[src/rtl/rfis_pkg.sv]
/*
  Constants for the converter start-up sequencer: timing figures, derived
  cycle counts, set identifiers and sequencer states.
  Assumes a 250 MHz system clock.
*/
package rfis_pkg;
  localparam int unsigned CLK_PERIOD_PS = 4000;
  localparam int unsigned PWRUP_DELAY_MS = 1;
  localparam int unsigned RESET_PULSE_US = 1;
  localparam int unsigned RESET_TO_SEL_NS = 100;
  localparam int unsigned ESTIMATE_WAIT_MS = 50;
  // Least times round up to whole cycles
  localparam int unsigned PWRUP_CYCLES = (PWRUP_DELAY_MS * 1000000000 + CLK_PERIOD_PS - 1)
    / CLK_PERIOD_PS;
  localparam int unsigned RESET_CYCLES = (RESET_PULSE_US * 1000000 + CLK_PERIOD_PS - 1)
    / CLK_PERIOD_PS;
  localparam int unsigned SEL_GAP_CYCLES = (RESET_TO_SEL_NS * 1000 + CLK_PERIOD_PS - 1)
    / CLK_PERIOD_PS;
  localparam longint unsigned ESTIMATE_CYCLES_L =
    (64'(ESTIMATE_WAIT_MS) * 64'd1000000000 + 64'(CLK_PERIOD_PS) - 64'd1) / 64'(CLK_PERIOD_PS);
  localparam int unsigned ESTIMATE_CYCLES = int'(ESTIMATE_CYCLES_L);
  localparam int unsigned CNT_W = 24;
  localparam int unsigned SET_W = 3;
  // Register sets in write order
  localparam logic [2:0] SET_TRIM = 3'h0;
  localparam logic [2:0] SET_IL_A = 3'h1;
  localparam logic [2:0] SET_IL_B = 3'h2;
  localparam logic [2:0] SET_NL_A = 3'h3;
  localparam logic [2:0] SET_NL_B = 3'h4;
  localparam logic [2:0] SET_DDC = 3'h5;

  typedef enum logic [3:0] {
    RFIS_IDLE = 4'h0,
    RFIS_PWRUP = 4'h1,
    RFIS_RESET = 4'h2,
    RFIS_GAP = 4'h3,
    RFIS_WRITE = 4'h4,
    RFIS_ESTIMATE = 4'h5,
    RFIS_DONE = 4'h6
  } rfis_state_t;
endpackage : rfis_pkg

[src/rtl/rfis_cnt_if.sv]
/*
  Carrier between the sequencer and its delay counter.
  Assumes one clock shared by both ends.
*/
`timescale 1ns/1ps
`default_nettype none
interface rfis_cnt_if #(parameter int unsigned W = 24);
  logic load;
  logic [W-1:0] count;
  logic expired;
  modport ctl (output load, output count, input expired);
  modport tmr (input load, input count, output expired);
endinterface : rfis_cnt_if
`default_nettype wire

[src/rtl/rfis_timer.sv]
/*
  Down counter for the sequencer's waits; expired is registered.
  Assumes load is a one-cycle pulse on the shared clock.
*/
`timescale 1ns/1ps
`default_nettype none
module rfis_timer #(parameter int unsigned W = 24) (
  input wire logic clk,
  input wire logic rst_n,
  rfis_cnt_if.tmr cnt
);
  logic [W-1:0] remain_reg;
  logic expired_reg;

  // Load then count down to zero
  always_ff @(posedge clk or negedge rst_n) begin
    if (!rst_n) begin
      remain_reg <= '0;
      expired_reg <= 1'b0;
    end else if (cnt.load) begin
      remain_reg <= cnt.count;
      expired_reg <= 1'b0;
    end else if (remain_reg != '0) begin
      remain_reg <= remain_reg - 1'b1;
      expired_reg <= (remain_reg == W'(1));
    end else begin
      expired_reg <= 1'b0;
    end
  end
  assign cnt.expired = expired_reg;
endmodule : rfis_timer
`default_nettype wire

[src/rtl/rfis_seq.sv]
/*
  Host-side start-up sequencer for a dual-channel RF sampling converter.
  Drives reset and the reference enable, then asks a serial writer to
  stream each register set in order, waiting out the error estimate.
  Assumes an external serial writer that owns the select pin and
  answers each set request with a one-cycle done pulse.
*/
// Function
// Present the reference signal before pulsing reset.
// Reset is a single low-high-low pulse.
// Trim set is written first after every reset.
// Channel A interleave set follows the trim set.
// Channel B interleave set follows channel A interleave.
// Wait 50 ms after interleave sets, no writes meanwhile.
// Channel A nonlinearity set follows the wait.
// Channel B nonlinearity set follows channel A nonlinearity.
// Down-converter and link set is written last.
// Wait at least 1 ms after power-up before reset rises.
// Hold reset high at least 1 us.
// Wait at least 100 ns after reset falls before any write.
// Advance only after each set's writes have all completed.
`timescale 1ns/1ps
`default_nettype none
module rfis_seq
  import rfis_pkg::*;
#(
  parameter int unsigned PWRUP_CNT = PWRUP_CYCLES,
  parameter int unsigned RESET_CNT = RESET_CYCLES,
  parameter int unsigned GAP_CNT = SEL_GAP_CYCLES,
  parameter int unsigned ESTIMATE_CNT = ESTIMATE_CYCLES
) (
  input wire logic clk,
  input wire logic rst_n,
  input wire logic start,
  input wire logic set_done,
  output logic sysref_en,
  output logic adc_reset,
  output logic set_req,
  output logic [SET_W-1:0] set_id,
  output logic busy,
  output logic seq_done
);
  initial begin
    if (PWRUP_CNT < 1 || RESET_CNT < 1 || GAP_CNT < 1 || ESTIMATE_CNT < 1 ||
        PWRUP_CNT >= (1 << CNT_W) || ESTIMATE_CNT >= (1 << CNT_W) ||
        RESET_CNT >= (1 << CNT_W) || GAP_CNT >= (1 << CNT_W))
      $error("rfis_seq: delay counts out of range");
  end

  rfis_state_t state_reg;
  logic sysref_en_reg, adc_reset_reg, set_req_reg, busy_reg, seq_done_reg;
  logic [SET_W-1:0] set_id_reg;
  logic load_reg;
  logic [CNT_W-1:0] count_reg;

  rfis_cnt_if #(.W(CNT_W)) cnt ();
  assign cnt.load = load_reg;
  assign cnt.count = count_reg;

  rfis_timer #(.W(CNT_W)) u_timer (
    .clk(clk),
    .rst_n(rst_n),
    .cnt(cnt)
  );

  // Sequence of waits and set requests
  always_ff @(posedge clk or negedge rst_n) begin
    if (!rst_n) begin
      state_reg <= RFIS_IDLE;
      load_reg <= 1'b0;
      count_reg <= '0;
      set_id_reg <= SET_TRIM;
      set_req_reg <= 1'b0;
    end else begin
      load_reg <= 1'b0;
      set_req_reg <= 1'b0;
      unique case (state_reg)
        RFIS_IDLE: begin
          if (start) begin
            state_reg <= RFIS_PWRUP;
            load_reg <= 1'b1;
            count_reg <= CNT_W'(PWRUP_CNT);
          end
        end
        RFIS_PWRUP: begin
          if (cnt.expired) begin
            state_reg <= RFIS_RESET;
            load_reg <= 1'b1;
            count_reg <= CNT_W'(RESET_CNT);
          end
        end
        RFIS_RESET: begin
          if (cnt.expired) begin
            state_reg <= RFIS_GAP;
            load_reg <= 1'b1;
            count_reg <= CNT_W'(GAP_CNT);
          end
        end
        RFIS_GAP: begin
          if (cnt.expired) begin
            state_reg <= RFIS_WRITE;
            set_id_reg <= SET_TRIM;
            set_req_reg <= 1'b1;
          end
        end
        RFIS_WRITE: begin
          if (set_done) begin
            if (set_id_reg == SET_IL_B) begin
              state_reg <= RFIS_ESTIMATE;
              load_reg <= 1'b1;
              count_reg <= CNT_W'(ESTIMATE_CNT);
            end else if (set_id_reg == SET_DDC) begin
              state_reg <= RFIS_DONE;
            end else begin
              set_id_reg <= set_id_reg + 1'b1;
              set_req_reg <= 1'b1;
            end
          end
        end
        RFIS_ESTIMATE: begin
          if (cnt.expired) begin
            state_reg <= RFIS_WRITE;
            set_id_reg <= SET_NL_A;
            set_req_reg <= 1'b1;
          end
        end
        RFIS_DONE: begin
          if (start) begin
            state_reg <= RFIS_PWRUP;
            load_reg <= 1'b1;
            count_reg <= CNT_W'(PWRUP_CNT);
          end
        end
        default: state_reg <= RFIS_IDLE;
      endcase
    end
  end

  // Pin levels registered from the next state
  always_ff @(posedge clk or negedge rst_n) begin
    if (!rst_n) begin
      sysref_en_reg <= 1'b0;
      adc_reset_reg <= 1'b0;
      busy_reg <= 1'b0;
      seq_done_reg <= 1'b0;
    end else begin
      if (state_reg == RFIS_PWRUP && cnt.expired) begin
        adc_reset_reg <= 1'b1;
      end else if (state_reg == RFIS_RESET && cnt.expired) begin
        adc_reset_reg <= 1'b0;
      end
      if ((state_reg == RFIS_IDLE || state_reg == RFIS_DONE) && start) begin
        sysref_en_reg <= 1'b1;
        busy_reg <= 1'b1;
        seq_done_reg <= 1'b0;
      end else if (state_reg == RFIS_WRITE && set_done && set_id_reg == SET_DDC) begin
        busy_reg <= 1'b0;
        seq_done_reg <= 1'b1;
      end
    end
  end

  assign sysref_en = sysref_en_reg;
  assign adc_reset = adc_reset_reg;
  assign set_req = set_req_reg;
  assign set_id = set_id_reg;
  assign busy = busy_reg;
  assign seq_done = seq_done_reg;

  // Reset high length: count cycles of the pulse
  logic [CNT_W-1:0] hi_len_reg;
  always_ff @(posedge clk or negedge rst_n) begin
    if (!rst_n) hi_len_reg <= '0;
    else if (adc_reset_reg) hi_len_reg <= hi_len_reg + 1'b1;
    else hi_len_reg <= '0;
  end

  chk_reset_width: assert property (@(posedge clk) disable iff (!rst_n)
    $fell(adc_reset_reg) |-> $past(hi_len_reg) >= CNT_W'(RESET_CNT))
    else $error("reset pulse too short");
  chk_sysref_first: assert property (@(posedge clk) disable iff (!rst_n)
    $rose(adc_reset_reg) |-> sysref_en_reg)
    else $error("reset raised before reference enabled");
  chk_trim_first: assert property (@(posedge clk) disable iff (!rst_n)
    ($past(state_reg) == RFIS_GAP && state_reg == RFIS_WRITE) |-> set_id_reg == SET_TRIM)
    else $error("first set not trim");
  chk_no_req_wait: assert property (@(posedge clk) disable iff (!rst_n)
    state_reg == RFIS_ESTIMATE |-> !set_req_reg)
    else $error("write during estimate wait");
  chk_estimate_entry: assert property (@(posedge clk) disable iff (!rst_n)
    ($past(state_reg) == RFIS_WRITE && state_reg == RFIS_ESTIMATE)
      |-> $past(set_id_reg) == SET_IL_B)
    else $error("estimate not after channel B interleave");
  chk_set_order: assert property (@(posedge clk) disable iff (!rst_n)
    (set_req_reg && $past(state_reg) == RFIS_WRITE) |-> $past(set_done)
      && set_id_reg == $past(set_id_reg) + 1'b1)
    else $error("set order broken");
  chk_nl_after_wait: assert property (@(posedge clk) disable iff (!rst_n)
    ($past(state_reg) == RFIS_ESTIMATE && state_reg == RFIS_WRITE) |-> set_id_reg == SET_NL_A)
    else $error("nonlinearity A not after wait");
  chk_ddc_last: assert property (@(posedge clk) disable iff (!rst_n)
    $rose(seq_done_reg) |-> $past(set_id_reg) == SET_DDC)
    else $error("done before down-converter set");
  chk_gap_write: assert property (@(posedge clk) disable iff (!rst_n)
    $fell(adc_reset_reg) |-> !set_req_reg [*2])
    else $error("write too soon after reset");
endmodule : rfis_seq
`default_nettype wire

[config.mk]
export PLATFORM = sky130hd
export DESIGN_NAME = rfis_seq
export DESIGN_NICKNAME = d
export VERILOG_FILES = /design/src/rtl/rfis_pkg.sv /design/src/rtl/rfis_cnt_if.sv /design/src/rtl/rfis_timer.sv /design/src/rtl/rfis_seq.sv
export SDC_FILE = /design/constraint.sdc
export NUM_CORES = 1
export LEC_CHECK = 0
export BUFFER_PORTS_ARGS = -buffer_cell sky130_fd_sc_hd__buf_2
export CAP_MARGIN = 30
export CORE_AREA = 10 10 75 89
export DETAILED_ROUTE_END_ITERATION = 16
export DIE_AREA = 0 0 85 99
export HOLD_SLACK_MARGIN = 0.06
export PLACE_DENSITY = 0.71
export SLEW_MARGIN = 25
export SYNTH_ARGS = -nofsm -noshare
export SYNTH_HDL_FRONTEND = slang
export SYNTH_SLANG_ARGS = --single-unit
[constraint.sdc]
create_clock -name clk -period 2.15 [get_ports clk]
set_input_delay 0.1075 -clock clk [delete_from_list [all_inputs] [get_ports clk]]
set_output_delay 0.1075 -clock clk [all_outputs]
set_load 0.01 [all_outputs]
==> out/results.tsv, run 1 <==
metric	value	unit
Synth cell types	60	
DR iter-0 viols	139	
drt drc	0	
number of buffers created by CTS	5	
gp weighted congestion	0.826	
layout cell share with drive strength beyond 1	16.8	%
effective utilization at floorplan	53.3	%
M1 wire length	2.55	mm
relative slew slack	64.4	%
setup TNS	0	ns
Die Height	99	um
maximum vdd ir drop	0.377	mV
MaxCap Viol Count	0	
Finished Layout Cells	345	
initial antenna violation count	0	
IO buf count	11	
clock skew	0.00327	ns
final setup violation count	0	
Worst-Margin Slew	0.534	ns
r2r startpoint	u_timer.remain_reg[18]	
via count	2032	
slowest stage delay, CP	0.48	ns
drt pass-1 iters	4	
post_cts resized	0	
Final #Nets	294	
Final Max Slew Viols	0	
CTS tree	yes	
Syn Area/Cell	9.97	um^2
critical-path cell list	nor4_2 > nand4_1 > o21ai_4 > a22oi_1	
CP endpoint kind	flip-flop	
hold_ws	0.152	ns
Worst Setup SP	u_timer.remain_reg[18]	
CORE AREA	0.00494	mm^2
grt total ovfl	0	
routed len/inst	16.3	um
CP arrival	2.15	ns
Synth Register Bits	46	
ys flop type	dfrtp_1	
ANT nets after route	0	
status	finished, final reports clean	
top sig layer	met4	
Setup CP Type	reg -> reg	
Worst path top cell family by delay	simple AND/OR/NAND/NOR gates	
# clock sinks	46	
Hold Crit Class	in -> reg	
# IOs	12	
GRT Util Overall	13.4	%
Synth Net Count	274	
vias in the first global route	2022	
ys async rst share	100	%
first-pass GRT wire length	9.54	mm
final hold viol count	0	
unrepaired setup endpoints after global routing	false	
clock slew at reported path FFs	0.08	ns
clk_lat worst skew	0.30	ns
WP data required	2.31	ns
Min Clock Period, post-route	1.99	ns
Mapped Area	0.00263	mm^2
diode count	0	
slowest CP cell	o21ai_4	
Synth Warn #	0	
die width	85	um
Cell Rows	28	
WL met3	153	um
largest net degree at the start of global routing	24	
Pwr per Cell Area	877	mW/mm^2
worst hold start	start	
total routed wirelength	5.62	mm
max reg flops	24	
via/cell ratio	5.89	
crit share post-route	92.4	%
placed wire-length estimate	4.18	mm
Bufs and invs on worst path	0	
Filler cells	440	
Seq/Total Area, Yosys	43.7	%
CP startpoint kind	flip-flop	
area grow syn2layout	9.27	%
maximum clock insertion buffer count	2	
fmax	504	MHz
placed insts	336	
clock root buffer	clkbuf_8	
EDFF count, synth	0	
P_leak	0.00123	uW
Max Fanout on Critical Path	14	
Syn Inst Count	264	
H-Tree Depth	2	
met2 WL	2.85	mm
Die Area	0.00842	mm^2
-- synthesized netlist by cell type, drive strengths merged, types with 4 or more instances --
master | instances | share of area, %
o21ai | 20 | 4.2
clkbuf | 6 | 1.6
nand4 | 9 | 2.7
nor2 | 21 | 3.1
ha | 6 | 2.9
inv | 15 | 2.1
nand2 | 21 | 3.0
mux2 | 7 | 3.0
a31oi | 4 | 0.95
nand2b | 6 | 1.4
o31ai | 7 | 2.0
xor2 | 10 | 3.3
and4 | 4 | 1.3
nand3 | 8 | 1.7
nor4 | 7 | 3.6
buf | 5 | 1.5
a22oi | 4 | 1.3
nor2b | 5 | 1.2
a21oi | 11 | 2.1
dfrtp | 46 | 44
nor3 | 7 | 1.9
-- placed cells by master (no fill, tap or decap), types with 3 or more instances in the layout --
| cell | netlist | final |
|---|---|---|
| nand2_1 | 21 | 21 |
| clkbuf_8 | 2 | 6 |
| nand2b_1 | 6 | 6 |
| buf_2 | 1 | 11 |
| nand3_1 | 7 | 7 |
| nand4_1 | 8 | 8 |
| o21ai_0 | 13 | 13 |
| a31oi_1 | 4 | 4 |
| inv_1 | 15 | 15 |
| a22oi_1 | 3 | 3 |
| nor2b_1 | 5 | 5 |
| a21oi_1 | 11 | 11 |
| and4_1 | 4 | 4 |
| ha_1 | 6 | 6 |
| dfrtp_1 | 46 | 46 |
| nor4_4 | 3 | 3 |
| o21ai_1 | 6 | 6 |
| buf_4 | 3 | 12 |
| o21a_1 | 3 | 3 |
| nor3_1 | 5 | 5 |
| nor4_1 | 3 | 3 |
| nor2_1 | 20 | 20 |
| o31ai_1 | 7 | 7 |
| mux2_2 | 4 | 4 |
| mux2_1 | 3 | 3 |
| xor2_1 | 10 | 10 |
-- layer usage --
metal	vias to the layer above	GRT usage [%]
met5	-	0
met4	0	4.19
met3	7	2.80
met2	29	23.3
met1	990	15.8
li1	1006	-
-- power breakdown --
part	total (uW)	internal, uW	switching, uW
Clock	555	259	297
Sequential	1230	1010	224
Combinational	737	346	391
Total	2520	1610	912
-- through the flow --
stage	area (um^2)	setup WS (ns)	power [uW]	util [%]
finish	2880	0.164	2520	58.2
floorplan	2630	0.318	1730	-
global route	2880	0.0438	2660	58.2
CTS	2880	0.142	2530	58.2
detailed placement	2770	0.161	1970	56.1
global placement	2770	0.286	1950	56.1
-- cell type report --
type	instances	area, um^2	area share [%]
clock inverter	2	12.5	0.435
sequential	46	1150	40.0
tap	60	75.1	2.61
clock buffer	6	82.6	2.87
inverter	15	56.3	1.96
timing repair buffer	24	155	5.39
multi-input combinational	192	1340	46.7
-- what timing repair did --
item,CTS,global route
setup endpoints to repair,0,0
endpoints found under the hold margin,21,0
setup buffers,0,0
hold buffers,1,0
-- kinds of logic (layout without fill, tap and decap cells) --
family / Yosys count / after routing / share of synthesized area (%)
AO/OA/AOI/OAI: 68 / 68 / 18.0
XOR/XNOR: 10 / 10 / 3.33
adder cells (fa/ha/maj): 6 / 6 / 2.85
buffers and inverters: 26 / 47 / 5.23
flip-flops: 46 / 46 / 43.7
multiplexers: 8 / 8 / 3.37
AND/OR/NAND/NOR: 100 / 100 / 23.5
-- path summary, 6_finish.rpt --
| path | slack [ns] | cells past startpoint | end |
|---|---|---|---|
| worst min register to register | 0.48 | 1 | sysref_en |
| worst max-delay path | 0.16 | 4 | u_timer.remain_reg[19] |
| worst min-delay path | 0.15 | 4 | state_reg[2] |
| worst max register to register | 0.16 | 4 | u_timer.remain_reg[19] |
| max in group asynchronous | 1.26 | 3 | sysref_en |
| min in group asynchronous | 0.31 | 2 | u_timer.remain_reg[5] |
-- worst register-to-register path, stage by stage (launching register included) --
cell     delay (ns)
dfrtp_1        0.43
nor4_2         0.42
nand4_1        0.36
o21ai_4        0.48
a22oi_1        0.16
No activity file was read; power rests on OpenSTA's default activity.
==> run 2: changes to the inputs <==
Settings changed: ABC_AREA set to 1, CORE_AREA 10 10 75 89 to 10 10 74 88, DIE_AREA 0 0 85 99 to 0 0 84 98.
==> out/results.tsv, run 2 <==
metric	value	unit	change
layout cell share with drive strength beyond 1	16.7	%	-0.13 points
hold_ws	0.0974	ns	-0.0544 ns
WP data required	2.32	ns	about the same
clock skew	0.00510	ns	+0.00183 ns
gp weighted congestion	0.900		+8.9%
Pwr per Cell Area	1320	mW/mm^2	+51%
Worst Slack Setup Final	0.387	ns	+0.223 ns
Synth area leaders	dfrtp_1, nand2_1, nor2_1		
Post-Place Setup Slack	0.411	ns	+0.250 ns
slowest CP cell	dfrtp_1		
CTS tree	yes		
Syn Inst Count	328		+24%
total routed wirelength	5.17	mm	-8.2%
Syn Area/Cell	7.82	um^2	-22%
Die Height	98	um	-1.0%
status	finished, final reports clean		
Synth Net Count	338		+23%
IO buf count	11		unchanged
setup TNS	0	ns	unchanged
CP endpoint kind	flip-flop		
Synth top area share	44.9	%	+1.2 points
Die Area	0.00823	mm^2	-2.2%
Mapped Area	0.00256	mm^2	-2.6%
hold endpoint	busy		
unrepaired setup endpoints after global routing	false		
final setup violation count	0		unchanged
# IOs	12		unchanged
worst hold start	start		
MaxCap Viol Count	0		unchanged
via count	2075		+2.1%
first-pass GRT wire length	9.07	mm	-4.9%
CP startpoint kind	flip-flop		
drt pass-1 iters	4		unchanged
final hold viol count	0		unchanged
EDFF count, synth	0		unchanged
area grow syn2layout	8.88	%	
maximum vdd ir drop	0.710	mV	+88%
placed wire-length estimate	3.96	mm	-5.1%
Min Clock Period, post-route	1.76	ns	-0.223 ns
Synth Register Bits	46		unchanged
most frequent cells in the layout	nand2_1, dfrtp_1, nor2_1, inv_1, nand3_1		
P_leak	0.00142	uW	+16%
Final Max Slew Viols	0		unchanged
fmax	567	MHz	+13%
Synth Warn #	0		unchanged
Cell Rows	28		unchanged
max reg flops	24		unchanged
vias in the first global route	2075		+2.6%
H-Tree Depth	2		unchanged
number of buffers created by CTS	5		unchanged
Hold Path Cell Cnt	3		-1
# clock sinks	46		unchanged
largest net degree at the start of global routing	22		-8.3%
Reg2Reg Depth	8		+4
r2r startpoint	u_timer.remain_reg[16]		
CTS Hold Bufs	1		unchanged
ys flop type	dfrtp_1		
grt total ovfl	0		unchanged
placed insts	398		+18%
crit share post-route	82.0	%	-10 points
slowest stage delay, CP	0.42	ns	-0.06 ns
Post-synth top cells	nand2_1, dfrtp_1, nor2_1		
drt drc	0		unchanged
ys async rst share	100	%	unchanged
DR iter-0 viols	117		-16%
effective utilization at floorplan	53.0	%	-0.26 points
Setup CP Type	reg -> reg		
die width	84	um	-1.2%
via/cell ratio	5.10		-13%
relative slew slack	66.0	%	+1.6 points
Reg2Reg Capture Point	u_timer.remain_reg[0]		
Hold Crit Class	in -> reg		
Final #Nets	356		+21%
GRT Util Overall	13.0	%	-0.41 points
most frequent cell after synthesis	nand2_1		
initial antenna violation count	0		unchanged
CORE AREA	0.00483	mm^2	-2.1%
most common cell after layout, fill and taps aside	nand2_1		
ANT nets after route	0		unchanged
diode count	0		unchanged
Max Fanout on Critical Path	11		-3
critical-path cell list	nor2_1 > nand2_1 > nor2_1 > nand3_4 > nor2_4 > inv_2 > nand2_1 > o21ai_1		
maximum clock insertion buffer count	2		unchanged
Synth cell types	28		-53%
Setup Fix Bufs, Post-CTS	0		unchanged
post_cts resized	0		unchanged
clk_lat worst skew	0.29	ns	about the same
Finished Layout Cells	407		+18%
Seq/Total Area, Yosys	44.9	%	+1.2 points
clock root buffer	clkbuf_8		
Worst-Margin Slew	0.509	ns	-0.0242 ns
Synth area leader	dfrtp_1		
routed len/inst	12.7	um	-22%
clock slew at reported path FFs	0.08	ns	about the same
reg-to-reg setup timing slack	0.39	ns	+0.22 ns
CP arrival	1.93	ns	-0.22 ns
[run 2: cell types whose count changed in the layout (fill, tap and decap cells not counted), moves of 9 or more]
cell	change
nand2_2	+10
inv_1	+13
nand2_1	+66
buf_4	-9
nor2_1	+23
nand3_1	+20
[run 2: where the power goes]
| part | leakage (uW) | switching (uW) | internal [uW] |
|---|---|---|---|
| Clock | 0.0000472 | 286 | 259 |
| Combinational | 0.000783 | 1120 | 604 |
| Sequential | 0.000590 | 283 | 1150 |
| Total | 0.00142 | 1690 | 2010 |
[run 2: area by class of cell]
cell class	count	area (um^2)
timing repair buffer	15	87.6
multi-input combinational	245	1260
clock buffer	6	82.6
sequential	46	1150
tap	60	75.1
inverter	33	124
clock inverter	2	12.5
fill	461	2040
[run 2: per-stage QoR]
step / power (uW) / instance area (um^2) / util, %
floorplan: 2790 / 2560 / -
global placement: 3120 / 2690 / 55.6
detailed placement: 3170 / 2690 / 55.6
CTS: 3730 / 2790 / 57.7
global route: 4060 / 2790 / 57.7
finish: 3700 / 2790 / 57.7
[run 2: kinds of logic after synthesis]
logic type	Yosys count	share of synthesized area (%)
simple gates	194	35.4
flops	46	44.9
compound gates	37	8.00
buf+inv	37	6.00
xor+xnor	8	2.73
fa+ha+maj	6	2.93
[run 2: layer usage]
metal  vias up  track usage (%)  routed length, um
met1       965             14.9               2290
li1       1079                -                  -
met3        10             3.33                132
met2        21             22.4               2640
met5         -                0                  0
met4         0             4.90                105
[run 2: worst max-delay path: cells and delay by family, from the launching register on]
family | cells | cell delay (ns)
flops | 1 | 0.42
buf+inv | 1 | 0.10
simple gates | 6 | 1.05
compound gates | 1 | 0.07
[run 2: how the worst max path moves through the flow]
stage	from	to	depth (start not counted)
2_1_floorplan	u_timer.remain_reg[0]	u_timer.remain_reg[18]	9
3_3_place_gp	u_timer.remain_reg[0]	u_timer.remain_reg[0]	9
3_5_place_dp	u_timer.remain_reg[0]	u_timer.remain_reg[0]	9
4_1_cts	u_timer.remain_reg[0]	u_timer.remain_reg[0]	9
5_1_grt	u_timer.remain_reg[0]	u_timer.remain_reg[0]	9
6_report	u_timer.remain_reg[16]	u_timer.remain_reg[0]	8
